==> src/caw_params.svh <==
`ifndef CAW_PARAMS_SVH
`define CAW_PARAMS_SVH

// Register byte addresses on the APB.
`define CAW_ADDR_CONTROL      12'h000
`define CAW_ADDR_MODE         12'h004
`define CAW_ADDR_COUNT_LOW    12'h008
`define CAW_ADDR_COUNT_HIGH   12'h00C
`define CAW_ADDR_MOD5_MODE    12'h010
`define CAW_ADDR_MOD5_LOW     12'h014
`define CAW_ADDR_MOD5_HIGH    12'h018
`define CAW_ADDR_IRQ_EN       12'h01C

// Counter control register fields.
`define CAW_CTL_RUN_BIT       6
`define CAW_CTL_MATCH5_BIT    5

// Counter mode register fields.
`define CAW_MD_IDLE_BIT       7
`define CAW_MD_WDE_BIT        6
`define CAW_MD_LOCK_BIT       5
`define CAW_MD_CPS_HI         3
`define CAW_MD_CPS_LO         1

// Module mode register fields.
`define CAW_CPM_ECOM_BIT      6
`define CAW_CPM_MAT_BIT       3

// Reset values.
`define CAW_RST_CPS           3'h0
`define CAW_RST_BYTE          8'h00
`define CAW_RST_CPM           8'h00

// Clock selections.
`define CAW_CPS_DIV12         3'h0
`define CAW_CPS_DIV4          3'h1
`define CAW_CPS_SYSTEM_CLOCK        3'h4
`define CAW_DIV12_COUNT       4'hC
`define CAW_DIV4_COUNT        4'h4

`endif

==> src/caw_pkg.sv <==
package caw_pkg;

    // APB request from the master.
    typedef struct packed {
        logic        psel;
        logic        penable;
        logic        pwrite;
        logic [11:0] paddr;
        logic [31:0] pwdata;
    } caw_apb_req_s;

    // APB answer to the master.
    typedef struct packed {
        logic        pready;
        logic        pslverr;
        logic [31:0] prdata;
    } caw_apb_rsp_s;

    // Counter clock sources.
    typedef enum logic [2:0] {
        CAW_SRC_DIV12  = 3'h0,
        CAW_SRC_DIV4   = 3'h1,
        CAW_SRC_SYSTEM_CLOCK = 3'h4
    } caw_src_e;

endpackage

==> src/caw_watchdog.sv <==
// Chosen here: the placing of the registers and the APB slave port.
`timescale 1ns/1ps
`include "caw_params.svh"

// Notes on behaviour
// RL1 - Watchdog enable turns module five into watchdog
// RL2 - Watchdog comes up enabled after reset
// RL3 - Counter forced on, counter writes ignored
// RL4 - Clock select and idle bit frozen
// RL5 - Module five forced compare, mode writes blocked
// RL6 - Run writes ineffective; run reads software value
// RL7 - Reset on low overflow during high match
// RL8 - High compare write loads counter plus offset
// RL9 - Timeout is offset overflows plus remainder
// RL10 - Writing match flag one forces reset
// RL11 - Enable or lock bit enables watchdog
// RL12 - Lock holds until reset; enable clear disables
// RL13 - Reset defaults divide twelve, zero bytes
// RL14 - Idle bit suspends counting during idle
// RL15 - Software disables, configures, enables, then updates
// RL16 - Compare match sets flag, requests interrupt
// RL17 - Match flag stays until software clears
// RL18 - Compare and match enables select timer mode
// RL19 - Low write clears compare enable; high sets
// RL20 - Capture input held two cycles minimum
// RL21 - Low byte wrap carries into high byte
// RL22 - Watchdog reset is one-cycle request
module caw_watchdog
    import caw_pkg::*;
(
    // Clock and reset.
    input  wire logic                  pclk,
    input  wire logic                  presetn,
    // APB slave.
    input  wire caw_pkg::caw_apb_req_s apb_req,
    output caw_pkg::caw_apb_rsp_s      apb_rsp,
    // System side.
    input  wire logic                  cpu_idle,
    output logic                       wdt_reset_req,
    output logic                       match_irq
);
    import caw_pkg::*;

    // ----------------------------------------------------------------
    // Registers
    // ----------------------------------------------------------------
    logic       run_r;
    logic       match5_r;
    logic       idle_r;
    logic       wde_r;
    logic       lock_r;
    logic [2:0] cps_r;
    logic [7:0] cnt_lo_r;
    logic [7:0] cnt_hi_r;
    logic [7:0] cpm5_r;
    logic [7:0] cpl5_r;
    logic [7:0] cph5_r;
    logic       irq_en_r;
    logic [3:0] div_r;
    logic       rst_req_r;

    // ----------------------------------------------------------------
    // Decode
    // ----------------------------------------------------------------
    logic        wr;
    logic [7:0]  wb;
    logic        wdt_on;
    logic        tick;
    logic        run_eff;
    logic        lo_wrap;
    logic [15:0] count;
    logic [7:0]  cpm5_eff;
    logic        timer_mode;
    logic        cmp_hit;
    logic        force_rst;
    logic        wdt_fire;

    assign wr      = apb_req.psel && apb_req.penable && apb_req.pwrite;
    assign wb      = apb_req.pwdata[7:0];
    // Either bit holds the watchdog on.
    assign wdt_on  = wde_r || lock_r; // [RL11] [RL1]
    // Counter runs when forced by the watchdog or by software, unless idle suspends it.
    assign run_eff = (run_r || wdt_on) && !(idle_r && cpu_idle); // [RL3] [RL14]
    assign lo_wrap = tick && run_eff && (cnt_lo_r == 8'hFF);
    assign count   = {cnt_hi_r, cnt_lo_r};

    // Module five is seen in compare mode while the watchdog owns it.
    always_comb
    begin
        cpm5_eff = cpm5_r;
        if (wdt_on)
        begin
            cpm5_eff[`CAW_CPM_ECOM_BIT] = 1'b1; // [RL5]
            cpm5_eff[`CAW_CPM_MAT_BIT]  = 1'b1;
        end
    end

    assign timer_mode = cpm5_eff[`CAW_CPM_ECOM_BIT] && cpm5_eff[`CAW_CPM_MAT_BIT]; // [RL18]
    assign cmp_hit    = timer_mode && !wdt_on && tick && run_eff && (count == {cph5_r, cpl5_r}); // [RL16]
    assign force_rst  = wdt_on && wr && (apb_req.paddr == `CAW_ADDR_CONTROL) && wb[`CAW_CTL_MATCH5_BIT]; // [RL10]
    // Overflow of the low byte while the high byte matches expires the watchdog.
    assign wdt_fire   = wdt_on && lo_wrap && (cnt_hi_r == cph5_r); // [RL7] [RL9]

    // ----------------------------------------------------------------
    // Counter clock divider
    // ----------------------------------------------------------------

    // Produces the counter tick enable from the selected source.
    always_ff @(posedge pclk or negedge presetn)
    begin
        if (!presetn)
            div_r <= 4'h0;
        else if (cps_r == `CAW_CPS_SYSTEM_CLOCK)
            div_r <= 4'h0;
        else if (tick)
            div_r <= 4'h0;
        else
            div_r <= div_r + 4'h1;
    end

    always_comb
    begin
        case (cps_r)
            `CAW_CPS_SYSTEM_CLOCK: tick = 1'b1;
            `CAW_CPS_DIV4:   tick = (div_r == (`CAW_DIV4_COUNT - 4'h1));
            default:         tick = (div_r == (`CAW_DIV12_COUNT - 4'h1)); // [RL13]
        endcase
    end

    // ----------------------------------------------------------------
    // Control and mode registers
    // ----------------------------------------------------------------

    // Mode register: enable, lock, clock select and idle bit.
    always_ff @(posedge pclk or negedge presetn)
    begin
        if (!presetn)
        begin
            wde_r  <= 1'b1; // [RL2]
            lock_r <= 1'b0;
            idle_r <= 1'b0;
            cps_r  <= `CAW_RST_CPS; // [RL13]
        end
        else if (wr && apb_req.paddr == `CAW_ADDR_MODE)
        begin
            // Lock is sticky; with lock clear, clearing enable disables.
            wde_r  <= wb[`CAW_MD_WDE_BIT]; // [RL12]
            lock_r <= lock_r || wb[`CAW_MD_LOCK_BIT]; // [RL12]
            if (!wdt_on)
            begin
                idle_r <= wb[`CAW_MD_IDLE_BIT]; // [RL4]
                cps_r  <= wb[`CAW_MD_CPS_HI:`CAW_MD_CPS_LO];
            end
        end
    end

    // Run bit is stored as written; the watchdog forces counting regardless.
    always_ff @(posedge pclk or negedge presetn)
    begin
        if (!presetn)
            run_r <= 1'b0;
        else if (wr && apb_req.paddr == `CAW_ADDR_CONTROL)
            run_r <= wb[`CAW_CTL_RUN_BIT]; // [RL6]
    end

    // Match flag: hardware set wins over a software clear.
    always_ff @(posedge pclk or negedge presetn)
    begin
        if (!presetn)
            match5_r <= 1'b0;
        else if (cmp_hit)
            match5_r <= 1'b1; // [RL16] [RL17]
        else if (wr && apb_req.paddr == `CAW_ADDR_CONTROL && !wdt_on)
            match5_r <= wb[`CAW_CTL_MATCH5_BIT];
    end

    // Interrupt enable for the module match.
    always_ff @(posedge pclk or negedge presetn)
    begin
        if (!presetn)
            irq_en_r <= 1'b0;
        else if (wr && apb_req.paddr == `CAW_ADDR_IRQ_EN)
            irq_en_r <= wb[0];
    end

    // Module five mode register, blocked while the watchdog runs.
    always_ff @(posedge pclk or negedge presetn)
    begin
        if (!presetn)
            cpm5_r <= `CAW_RST_CPM;
        else if (wr && apb_req.paddr == `CAW_ADDR_MOD5_MODE && !wdt_on)
            cpm5_r <= wb; // [RL5]
        else if (wr && apb_req.paddr == `CAW_ADDR_MOD5_LOW && !wdt_on)
            cpm5_r[`CAW_CPM_ECOM_BIT] <= 1'b0; // [RL19]
        else if (wr && apb_req.paddr == `CAW_ADDR_MOD5_HIGH && !wdt_on)
            cpm5_r[`CAW_CPM_ECOM_BIT] <= 1'b1; // [RL19]
    end

    // ----------------------------------------------------------------
    // Counter
    // ----------------------------------------------------------------

    // Sixteen-bit counter; software writes only while the watchdog is off.
    always_ff @(posedge pclk or negedge presetn)
    begin
        if (!presetn)
        begin
            cnt_lo_r <= `CAW_RST_BYTE; // [RL13]
            cnt_hi_r <= `CAW_RST_BYTE;
        end
        else if (wr && !wdt_on && apb_req.paddr == `CAW_ADDR_COUNT_LOW)
            cnt_lo_r <= wb; // [RL3]
        else if (wr && !wdt_on && apb_req.paddr == `CAW_ADDR_COUNT_HIGH)
            cnt_hi_r <= wb; // [RL3]
        else if (tick && run_eff)
        begin
            cnt_lo_r <= cnt_lo_r + 8'h01;
            if (lo_wrap)
                cnt_hi_r <= cnt_hi_r + 8'h01; // [RL21]
        end
    end

    // ----------------------------------------------------------------
    // Module five compare bytes
    // ----------------------------------------------------------------

    // Low byte is the offset; a high write in watchdog mode reloads the deadline.
    always_ff @(posedge pclk or negedge presetn)
    begin
        if (!presetn)
        begin
            cpl5_r <= `CAW_RST_BYTE; // [RL13]
            cph5_r <= `CAW_RST_BYTE;
        end
        else if (wr && apb_req.paddr == `CAW_ADDR_MOD5_LOW)
            cpl5_r <= wb;
        else if (wr && apb_req.paddr == `CAW_ADDR_MOD5_HIGH)
        begin
            if (wdt_on)
                cph5_r <= cnt_hi_r + cpl5_r; // [RL8] [RL9]
            else
                cph5_r <= wb;
        end
    end

    // ----------------------------------------------------------------
    // Watchdog reset request
    // ----------------------------------------------------------------

    // One-cycle pulse to the system reset logic.
    always_ff @(posedge pclk or negedge presetn)
    begin
        if (!presetn)
            rst_req_r <= 1'b0;
        else
            rst_req_r <= (wdt_fire || force_rst) && !rst_req_r; // [RL22] [RL7] [RL10]
    end

    assign wdt_reset_req = rst_req_r;
    assign match_irq     = match5_r && irq_en_r; // [RL16]

    // ----------------------------------------------------------------
    // APB read path
    // ----------------------------------------------------------------

    // Zero-wait slave; unmapped addresses read zero with an error.
    always_comb
    begin
        apb_rsp         = '0;
        apb_rsp.pready  = 1'b1;
        case (apb_req.paddr)
            `CAW_ADDR_CONTROL:
            begin
                apb_rsp.prdata[`CAW_CTL_RUN_BIT]    = run_r; // [RL6]
                apb_rsp.prdata[`CAW_CTL_MATCH5_BIT] = match5_r;
            end
            `CAW_ADDR_MODE:
            begin
                apb_rsp.prdata[`CAW_MD_IDLE_BIT]                  = idle_r;
                apb_rsp.prdata[`CAW_MD_WDE_BIT]                   = wde_r;
                apb_rsp.prdata[`CAW_MD_LOCK_BIT]                  = lock_r;
                apb_rsp.prdata[`CAW_MD_CPS_HI:`CAW_MD_CPS_LO]     = cps_r;
            end
            `CAW_ADDR_COUNT_LOW:  apb_rsp.prdata[7:0] = cnt_lo_r;
            `CAW_ADDR_COUNT_HIGH: apb_rsp.prdata[7:0] = cnt_hi_r;
            `CAW_ADDR_MOD5_MODE:  apb_rsp.prdata[7:0] = cpm5_eff;
            `CAW_ADDR_MOD5_LOW:   apb_rsp.prdata[7:0] = cpl5_r;
            `CAW_ADDR_MOD5_HIGH:  apb_rsp.prdata[7:0] = cph5_r;
            `CAW_ADDR_IRQ_EN:     apb_rsp.prdata[0]   = irq_en_r;
            default:              apb_rsp.pslverr     = apb_req.psel && apb_req.penable;
        endcase
    end

endmodule // caw_watchdog

==> config.mk <==
export PLATFORM = sky130hd
export DESIGN_NAME = caw_watchdog
export DESIGN_NICKNAME = d
export VERILOG_FILES = /design/src/caw_pkg.sv /design/src/caw_watchdog.sv
export VERILOG_INCLUDE_DIRS = /design/src /design/src/src
export SDC_FILE = /design/constraint.sdc
export NUM_CORES = 1
export LEC_CHECK = 0
export BUFFER_PORTS_ARGS = -buffer_cell sky130_fd_sc_hd__buf_2
export CORE_ASPECT_RATIO = 1.75
export CORE_UTILIZATION = 55
export DETAILED_ROUTE_END_ITERATION = 8
export PLACE_DENSITY = 0.8
export SYNTH_ARGS = -nofsm -noshare
export SYNTH_HDL_FRONTEND = slang
export SYNTH_SLANG_ARGS = --single-unit
==> constraint.sdc <==
create_clock -name pclk -period 2.9 [get_ports pclk]
set_input_delay 0.725 -clock pclk [delete_from_list [all_inputs] [get_ports pclk]]
set_output_delay 0.725 -clock pclk [all_outputs]
set_load 0.01 [all_outputs]
======== After elaboration in Yosys (flattened, before gate mapping) ========
Cells that the tools add are included.
word-level totals
  register bits ........................... 54
  input bits .............................. 50
  output and inout bits ................... 36
  word-level logic and storage cells ...... 109
cells by class
  add/subtract/negate cells ............... 4
  equality and inequality tests ........... 15
  mux-type cells .......................... 23
  bitwise logic cells ..................... 3
  reduce and logical (&&, ||, !) cells .... 49
operators with widths
  operator                                        count
  two-way mux 8 bit                               7
  == test 12 x 5 -> 1 bit, second input constant  4
  logical AND 1 bit                               31
  == test 12 x 4 -> 1 bit, second input constant  2
  one-hot mux 3 bit (6 select lines)              1
  adder 8 x 1 -> 8 bit, second input constant     2
  == test 16 bit                                  1
  one-hot mux 2 bit (7 select lines)              1
  == test 12 x 3 -> 1 bit, second input constant  1
  zero test 12 bit                                1
  one-hot mux 1 bit (6 select lines)              2
  adder 8 bit                                     1
  == test 8 bit                                   1
  == test 8 bit, second input constant            1
  two-way mux 1 bit                               8
  two-way mux 4 bit                               2
  nonzero test 2 bit                              4
  OR reduction 8 bit                              1
  AND reduction 2 bit                             3
  one-hot mux 1 bit (5 select lines)              1
  adder 4 x 1 -> 4 bit, second input constant     1
  == test 4 x 2 -> 1 bit, second input constant   1
  == test 4 bit, second input constant            1
  logical OR 1 bit                                4
  8 further kinds                                 12

======== Logic depth before layout (Yosys ltp) ========
Gate-level depths: netlist of the first run.
  depth after elaboration ................. 9
  depth in mapped cells ................... 9
  mapped depth without buffers ............ 9

======== Worst setup path before layout of the first run ========
OpenSTA, ideal clock, no wires.
  path kind ............................... in2out
  start ................................... in apb_req[37] in the netlist's numbering
  end ..................................... out apb_rsp[1] in the netlist's numbering
  arrival time ............................ 2182 ps
  data required time ...................... 2175 ps
  setup slack ............................. -7 ps
  cell stages on the path ................. 5
  buffers on the path ..................... 1
  path through ............................ or3_1 -> clkbuf_2 -> nor3_1 -> a222oi_1 -> o21ai_0
RTL lines
  what         RTL line            source
  from (decl)  caw_watchdog.sv:35  input wire caw_pkg::caw_apb_req_s apb_req,
  to (decl)    caw_watchdog.sv:36  output caw_pkg::caw_apb_rsp_s apb_rsp,

==> results of run 1 <==
worst max-delay path, stage by stage:
cell and delay [ns]:
clkbuf_4 0.20, mux2i_1 0.20, nor2_1 0.05, a31oi_1 0.12, o21ai_0 0.10, a222oi_1 0.43
o21ai_0 0.13, buf_2 0.16
logic make-up (layout without fill, tap and decap cells):
group / Yosys count / in the layout
AND/OR/NAND/NOR: 144 / 144
AO/OA/AOI/OAI: 95 / 95
flip-flops: 54 / 54
buffers and inverters: 52 / 80
multiplexers: 33 / 33
XOR/XNOR: 29 / 29
adder cells (fa/ha/maj): 11 / 11
other: 2 / 25
through the flow:
step / power, mW / hold slack (ns) / worst slack, ns / cells
global placement: 0.967 / 0.427 / 0.0233 / 545
global route: 1.72 / 0.452 / 0.000184 / 555
detailed placement: 0.976 / 0.428 / 0.0136 / 545
floorplan: 0.917 / 0.429 / 0.0894 / 443
CTS: 1.66 / 0.438 / 0.0124 / 553
finish: 1.67 / 0.431 / 0.0526 / 555
registers in the layout (all words and copies together), names as in the netlist:
signal,cells
cnt_hi_r,8
cnt_lo_r,8
cph5_r,8
cpl5_r,8
cpm5_r,8
div_r,4
cps_r,3
idle_r,1
irq_en_r,1
lock_r,1
match5_r,1
run_r,1
wde_r,1
wdt_reset_req,1
cell usage in the layout, fill, tap and decap left out, types with 2 or more instances in the layout:
master	n
a21o_1	3
a21oi_1	27
a221oi_1	2
a222oi_1	2
a22oi_1	10
a31oi_1	4
and2_1	2
and3_1	5
and4_1	2
buf_2	35
buf_4	29
clkbuf_16	5
conb_1	25
dfrtp_1	53
ha_1	10
inv_1	7
mux2_2	23
mux2i_1	9
nand2_1	31
nand2b_1	6
nand3_1	15
nand4_1	6
nor2_1	26
nor2_2	3
nor2b_1	3
nor3_1	14
nor3b_1	3
nor4_2	3
nor4_4	3
o211ai_1	4
o21ai_0	26
o21ai_1	3
o221ai_1	2
or2_2	2
or3_1	4
or4_1	3
xnor2_1	20
xor2_1	9
layer usage:
metal	up-vias	track usage, %
met1	1671	34.6
met3	70	6.35
met2	185	53.7
li1	1576	-
met4	0	23.9
met5	-	0
worst paths after layout:
kind | from | endpoint | slack [ns] | cells past startpoint
setup / recovery | apb_req[35] | apb_rsp[5] | 0.05 | 8
hold / removal | wdt_reset_req | wdt_reset_req | 0.43 | 1
setup reg to reg | wde_r | cnt_hi_r[5] | 0.56 | 6
hold reg to reg | wdt_reset_req | wdt_reset_req | 0.43 | 1
max in group asynchronous | presetn | irq_en_r | 1.75 | 2
min in group asynchronous | presetn | cnt_hi_r[7] | 0.46 | 1
repair_timing:
| item | in CTS | in global routing |
|---|---|---|
| hold buffers | 0 | 0 |
| setup buffers | 0 | 2 |
| setup endpoints to repair | 0 | 4 |
| resized for setup | 0 | 4 |
power by group through the flow:
stage,logic [mW],registers [mW],clock network [mW]
final,0.170,0.793,0.704
after global routing,0.189,0.795,0.739
after CTS,0.169,0.794,0.700
after detailed placement,0.168,0.808,0
after global placement,0.161,0.806,0
after floorplan,0.115,0.802,0
cell type report:
cell class / count / area, µm²
clock buffers: 5 / 125
clock inverters: 3 / 43.8
fillers: 571 / 2480
inverters: 7 / 26.3
multi-input cells: 337 / 2320
flip-flops and latches: 54 / 1350
well taps: 84 / 105
repair buffers: 65 / 400
==> out/results.txt, run 1 <==
Status - completed
Clk network pwr share - 42.2%
First-pass GRT wire length - 17.6 mm
Antenna diodes - 0
Antenna-violating nets left - 0
Clock sinks - 54
Synth Area in Simple Gates - 21.5%
Slew Limit Fails - 0
Top sig layer - met4
Area grow syn2layout - 13.0%
Clock Tree Buf Depth - 2
Clk_skew - 0.00850 ns
Initial antenna violation count - 0
Logic pwr share - 10.2%
Max Cap Viol - 0
Tmin final - 2.85 ns
Final GP Congestion - 0.977
Die Y - 113 µm
Gr usage total - 32.0%
Top FF cell, synth - dfrtp_1
Met2 WL - 5.66 mm
Actual slew at the worst max-slew pin - 0.670 ns
Final setup vio count - 0
Seq/Total Area, Yosys - 34.9%
Grt ovf - 0
Pre-Repair DR Iteration Count - 5
Final TNS setup - 0 ns
Avg Synthesized Cell Area - 9.22 µm²
Cells after Synth - 420
Post-synthesis cell type count - 65
DRC Markers - 0
IO buf count - 36
Slew Limit Headroom - 55.3%
Ys async rst share - 100%
Die extent in x - 65.4 µm
Final wirelength - 11.1 mm
Placed instance area - 4180 µm²
F_max - 351 MHz
Synth Area in Adders - 3.75%
Cell Rows - 40
WS Path Type - input port to output port
Post-route cell area - 4380 µm²
TritonCTS buffer count - 5
# IOs - 86
Root buffer cell - clkbuf_16
Switching Share - 25.4%
Clock transition at the registers of the reported paths - 0.07 ns
Clock Latency Late Sink - 0.30 ns
Initial DRC Count - 293
RSZ-0062 raised after global routing - false
Die ar. - 7400 µm²
Synth Area in Compound Gates - 15.8%
Synth Cell Area - 3870 µm²
Internal power - 1.24 mW
Pleak - 1.98 nW
CP Capture Type - output port
Detailed Place HPWL - 8.48 mm
Count leader, synth - dfrtp_1
Core Footprint - 6860 µm²
Synth area leaders - dfrtp_1 (34%), mux2_2 (6.7%), buf_4 (4.8%)
CP max FO - 13
Htree depth - 2
Req. time, crit path - 2.17 ns
Yosys warnings - 0
XOR/XNOR share of the synthesized area - 6.56%
Final Cycle Share - 98.2%
DRT met1 WL - 3.96 mm
Utilization after layout - 63.8%
Initial core utilization - 56.5%
Met3 Routed Length - 664 µm
HP Class - register to register
Max VDD drop - 278 µV
Largest net degree at the start of global routing - 30
Vias in the first global route - 3425
Avg WL per Cell - 20.1 µm
Power density over cell area - 381 nW/µm²
Commonest cells in the netlist - dfrtp_1 (53), nand2_1 (31), a21oi_1 (27), nor2_1 (27), o21ai_0 (26)
Mux contribution to synthesized area - 9.59%
Largest family of logic cells by synthesized area - simple AND/OR/NAND/NOR gates
Switch Pwr - 423 µW
Crit path launch type - input port
Vias after detailed routing - 3502
Seq pwr share - 47.5%
Synth top area share - 34.2%
TritonCTS clock tree - done
Yosys top cell by area - dfrtp_1
Drt via density - 6.31
Number of synthesized flops with an enable pin - 0
Final hold vios - 0
Number of synthesized register bits - 54
Ratio of cells with drive above 1 in the final layout - 25.9%
Nets - 531
Crit path DAT - 2.12 ns
Note: power is estimated with default switching activity, not from simulation.
==> inputs of run 2 (changes only) <==
--- a/config.mk
+++ b/config.mk
@@ -11,6 +11,7 @@
 export CORE_UTILIZATION = 55
 export DETAILED_ROUTE_END_ITERATION = 8
 export PLACE_DENSITY = 0.8
+export SLEW_MARGIN = 20
 export SYNTH_ARGS = -nofsm -noshare
 export SYNTH_HDL_FRONTEND = slang
 export SYNTH_SLANG_ARGS = --single-unit
==> constraint.sdc (replaced) <==
create_clock -name pclk -period 2.9 [get_ports pclk]
set_input_delay 0.435 -clock pclk [delete_from_list [all_inputs] [get_ports pclk]]
set_output_delay 0.435 -clock pclk [all_outputs]
set_load 0.01 [all_outputs]
==> out/results.txt, run 2 (synthesis gave the netlist of run 1 again) <==
Initial core utilization - 56.5% (unchanged)
Area grow syn2layout - 8.91% (was 13.0%)
Pre-Repair DR Iteration Count - 5 (unchanged)
Final hold vios - 0 (unchanged)
Max VDD drop - 357 µV (was 278 µV)
Req. time, crit path - 2.47 ns (was 2.17 ns)
Final GP Congestion - 0.992 (was 0.977)
Max Cap Viol - 0 (unchanged)
Nets - 515 (was 531)
Die extent in x - 65.4 µm (unchanged)
Avg WL per Cell - 20.3 µm (was 20.1 µm)
Clock Latency Late Sink - 0.30 ns (about the same)
Final std cells w/o fill - 539 (was 555)
First-pass GRT wire length - 17.2 mm (was 17.6 mm)
Crit path DAT - 2.10 ns (was 2.12 ns)
HP Class - input port to async pin (was register to register)
CP max FO - 18 (was 13)
Final wirelength - 10.9 mm (was 11.1 mm)
Die Y - 113 µm (unchanged)
Post-route cell area - 4220 µm² (was 4380 µm²)
Register area - 1350 µm² (unchanged)
Final TNS setup - 0 ns (unchanged)
Fillers - 615 (was 571)
Core Footprint - 6860 µm² (unchanged)
Final setup vio count - 0 (unchanged)
IO buf count - 36 (unchanged)
TritonCTS buffer count - 5 (unchanged)
Slew Limit Fails - 0 (unchanged)
Root buffer cell - clkbuf_16 (unchanged)
Vias after detailed routing - 3403 (was 3502)
Pleak - 1.89 nW (was 1.98 nW)
Cell Rows - 40 (unchanged)
Initial DRC Count - 271 (was 293)
CP Capture Type - output port (unchanged)
Crit path launch type - input port (unchanged)
Largest net degree at the start of global routing - 44 (was 30)
Placed instance area - 4070 µm² (was 4180 µm²)
Grt ovf - 0 (unchanged)
Clock sinks - 54 (unchanged)
Area of the multi-input gates - 2310 µm² (was 2320 µm²)
Drt via density - 6.31 (about the same)
Detailed Place HPWL - 8.22 mm (was 8.48 mm)
Ratio of cells with drive above 1 in the final layout - 22.2% (was 25.9%)
Antenna diodes - 0 (unchanged)
Setup Fix Bufs, Post-CTS - 0 (unchanged)
Clk_skew - 0.00548 ns (was 0.00850 ns)
DRC Markers - 0 (unchanged)
Status - completed (unchanged)
Clock Tree Buf Depth - 2 (unchanged)
Die ar. - 7400 µm² (unchanged)
Power density over cell area - 372 nW/µm² (was 381 nW/µm²)
Placed Cells - 531 (was 545)
TritonCTS clock tree - done (unchanged)
Tmin final - 2.53 ns (was 2.85 ns)
Most frequent cells in the layout - dfrtp_1 (53), buf_2 (36), nand2_1 (31), nor2_1 (27), a21oi_1 (27) (was dfrtp_1 (53), buf_2 (35), nand2_1 (31), buf_4 (29), a21oi_1 (27))
Final Cycle Share - 87.3% (was 98.2%)
Vias in the first global route - 3299 (was 3425)
Cts repair resizes - 0 (unchanged)
Most common cell after layout, fill and taps aside - dfrtp_1 (unchanged)
F_max - 395 MHz (was 351 MHz)
# IOs - 86 (unchanged)
Initial antenna violation count - 0 (unchanged)
Gr usage total - 31.4% (was 32.0%)
Clock transition at the registers of the reported paths - 0.07 ns (about the same)
RSZ-0062 raised after global routing - false (unchanged)
Slew Limit Headroom - 44.1% (was 55.3%)
Htree depth - 2 (unchanged)
CTS Hold Bufs - 0 (unchanged)
WS Path Type - input port to output port (unchanged)
Antenna-violating nets left - 0 (unchanged)
Actual slew at the worst max-slew pin - 0.828 ns (was 0.670 ns)
run 2: metrics by stage:
step	hold WS (ns)	setup WS (ns)	utilization (%)	total power, mW
2_1_floorplan	0.139	0.573	-	0.917
3_3_place_gp	0.322	0.442	59.4	0.962
3_5_place_dp	0.324	0.394	59.4	0.969
4_1_cts	0.00840	0.390	61.5	1.57
5_1_grt	0.0244	0.250	61.5	1.61
6_report	0.000554	0.368	61.5	1.57
run 2: critical path: stages:
cell and delay [ns]:
buf_2 0.33, nor2b_1 0.22, and3_1 0.39, a22oi_1 0.18, nor2_1 0.13, a31oi_1 0.06, o311ai_0 0.14, buf_2 0.21
run 2: layout make-up:
type	instances	share of cell area (%)
Inverter	7	0.623
Multi-Input combinational cell	337	54.7
Timing Repair Buffer	49	6.58
Clock inverter	1	0.119
Tap cell	84	2.49
Clock buffer	7	3.38
Sequential cell	54	32.1
run 2: path summary, 6_finish.rpt:
path | start | to | slack (ns) | cells after the start
min in group pclk | wdt_reset_req | wdt_reset_req | 0.44 | 1
setup reg to reg | lock_r | cnt_hi_r[5] | 0.62 | 5
hold / removal | presetn | cpl5_r[6] | 0.0006 | 1
setup / recovery | apb_req[36] | apb_rsp[3] | 0.37 | 8
max in group asynchronous | presetn | cpm5_r[4] | 2.04 | 2
hold reg to reg | wdt_reset_req | wdt_reset_req | 0.44 | 1
run 2: power by group:
part / internal [mW] / switching [mW] / total, mW
Sequential: 0.773 / 0.0191 / 0.793
Clock: 0.343 / 0.268 / 0.611
Combinational: 0.0533 / 0.111 / 0.164
Total: 1.17 / 0.398 / 1.57
run 2: per-layer routing:
metal  vias up  share of wire, %  wire length [µm]  GRT usage [%]
met1      1640                36              3910           36.2
met2       171                51              5620           53.3
met3        50               6.4               701           4.64
met5         -                 0                 0              0
met4         0               6.3               685           19.3
li1       1542                 -                 -              -
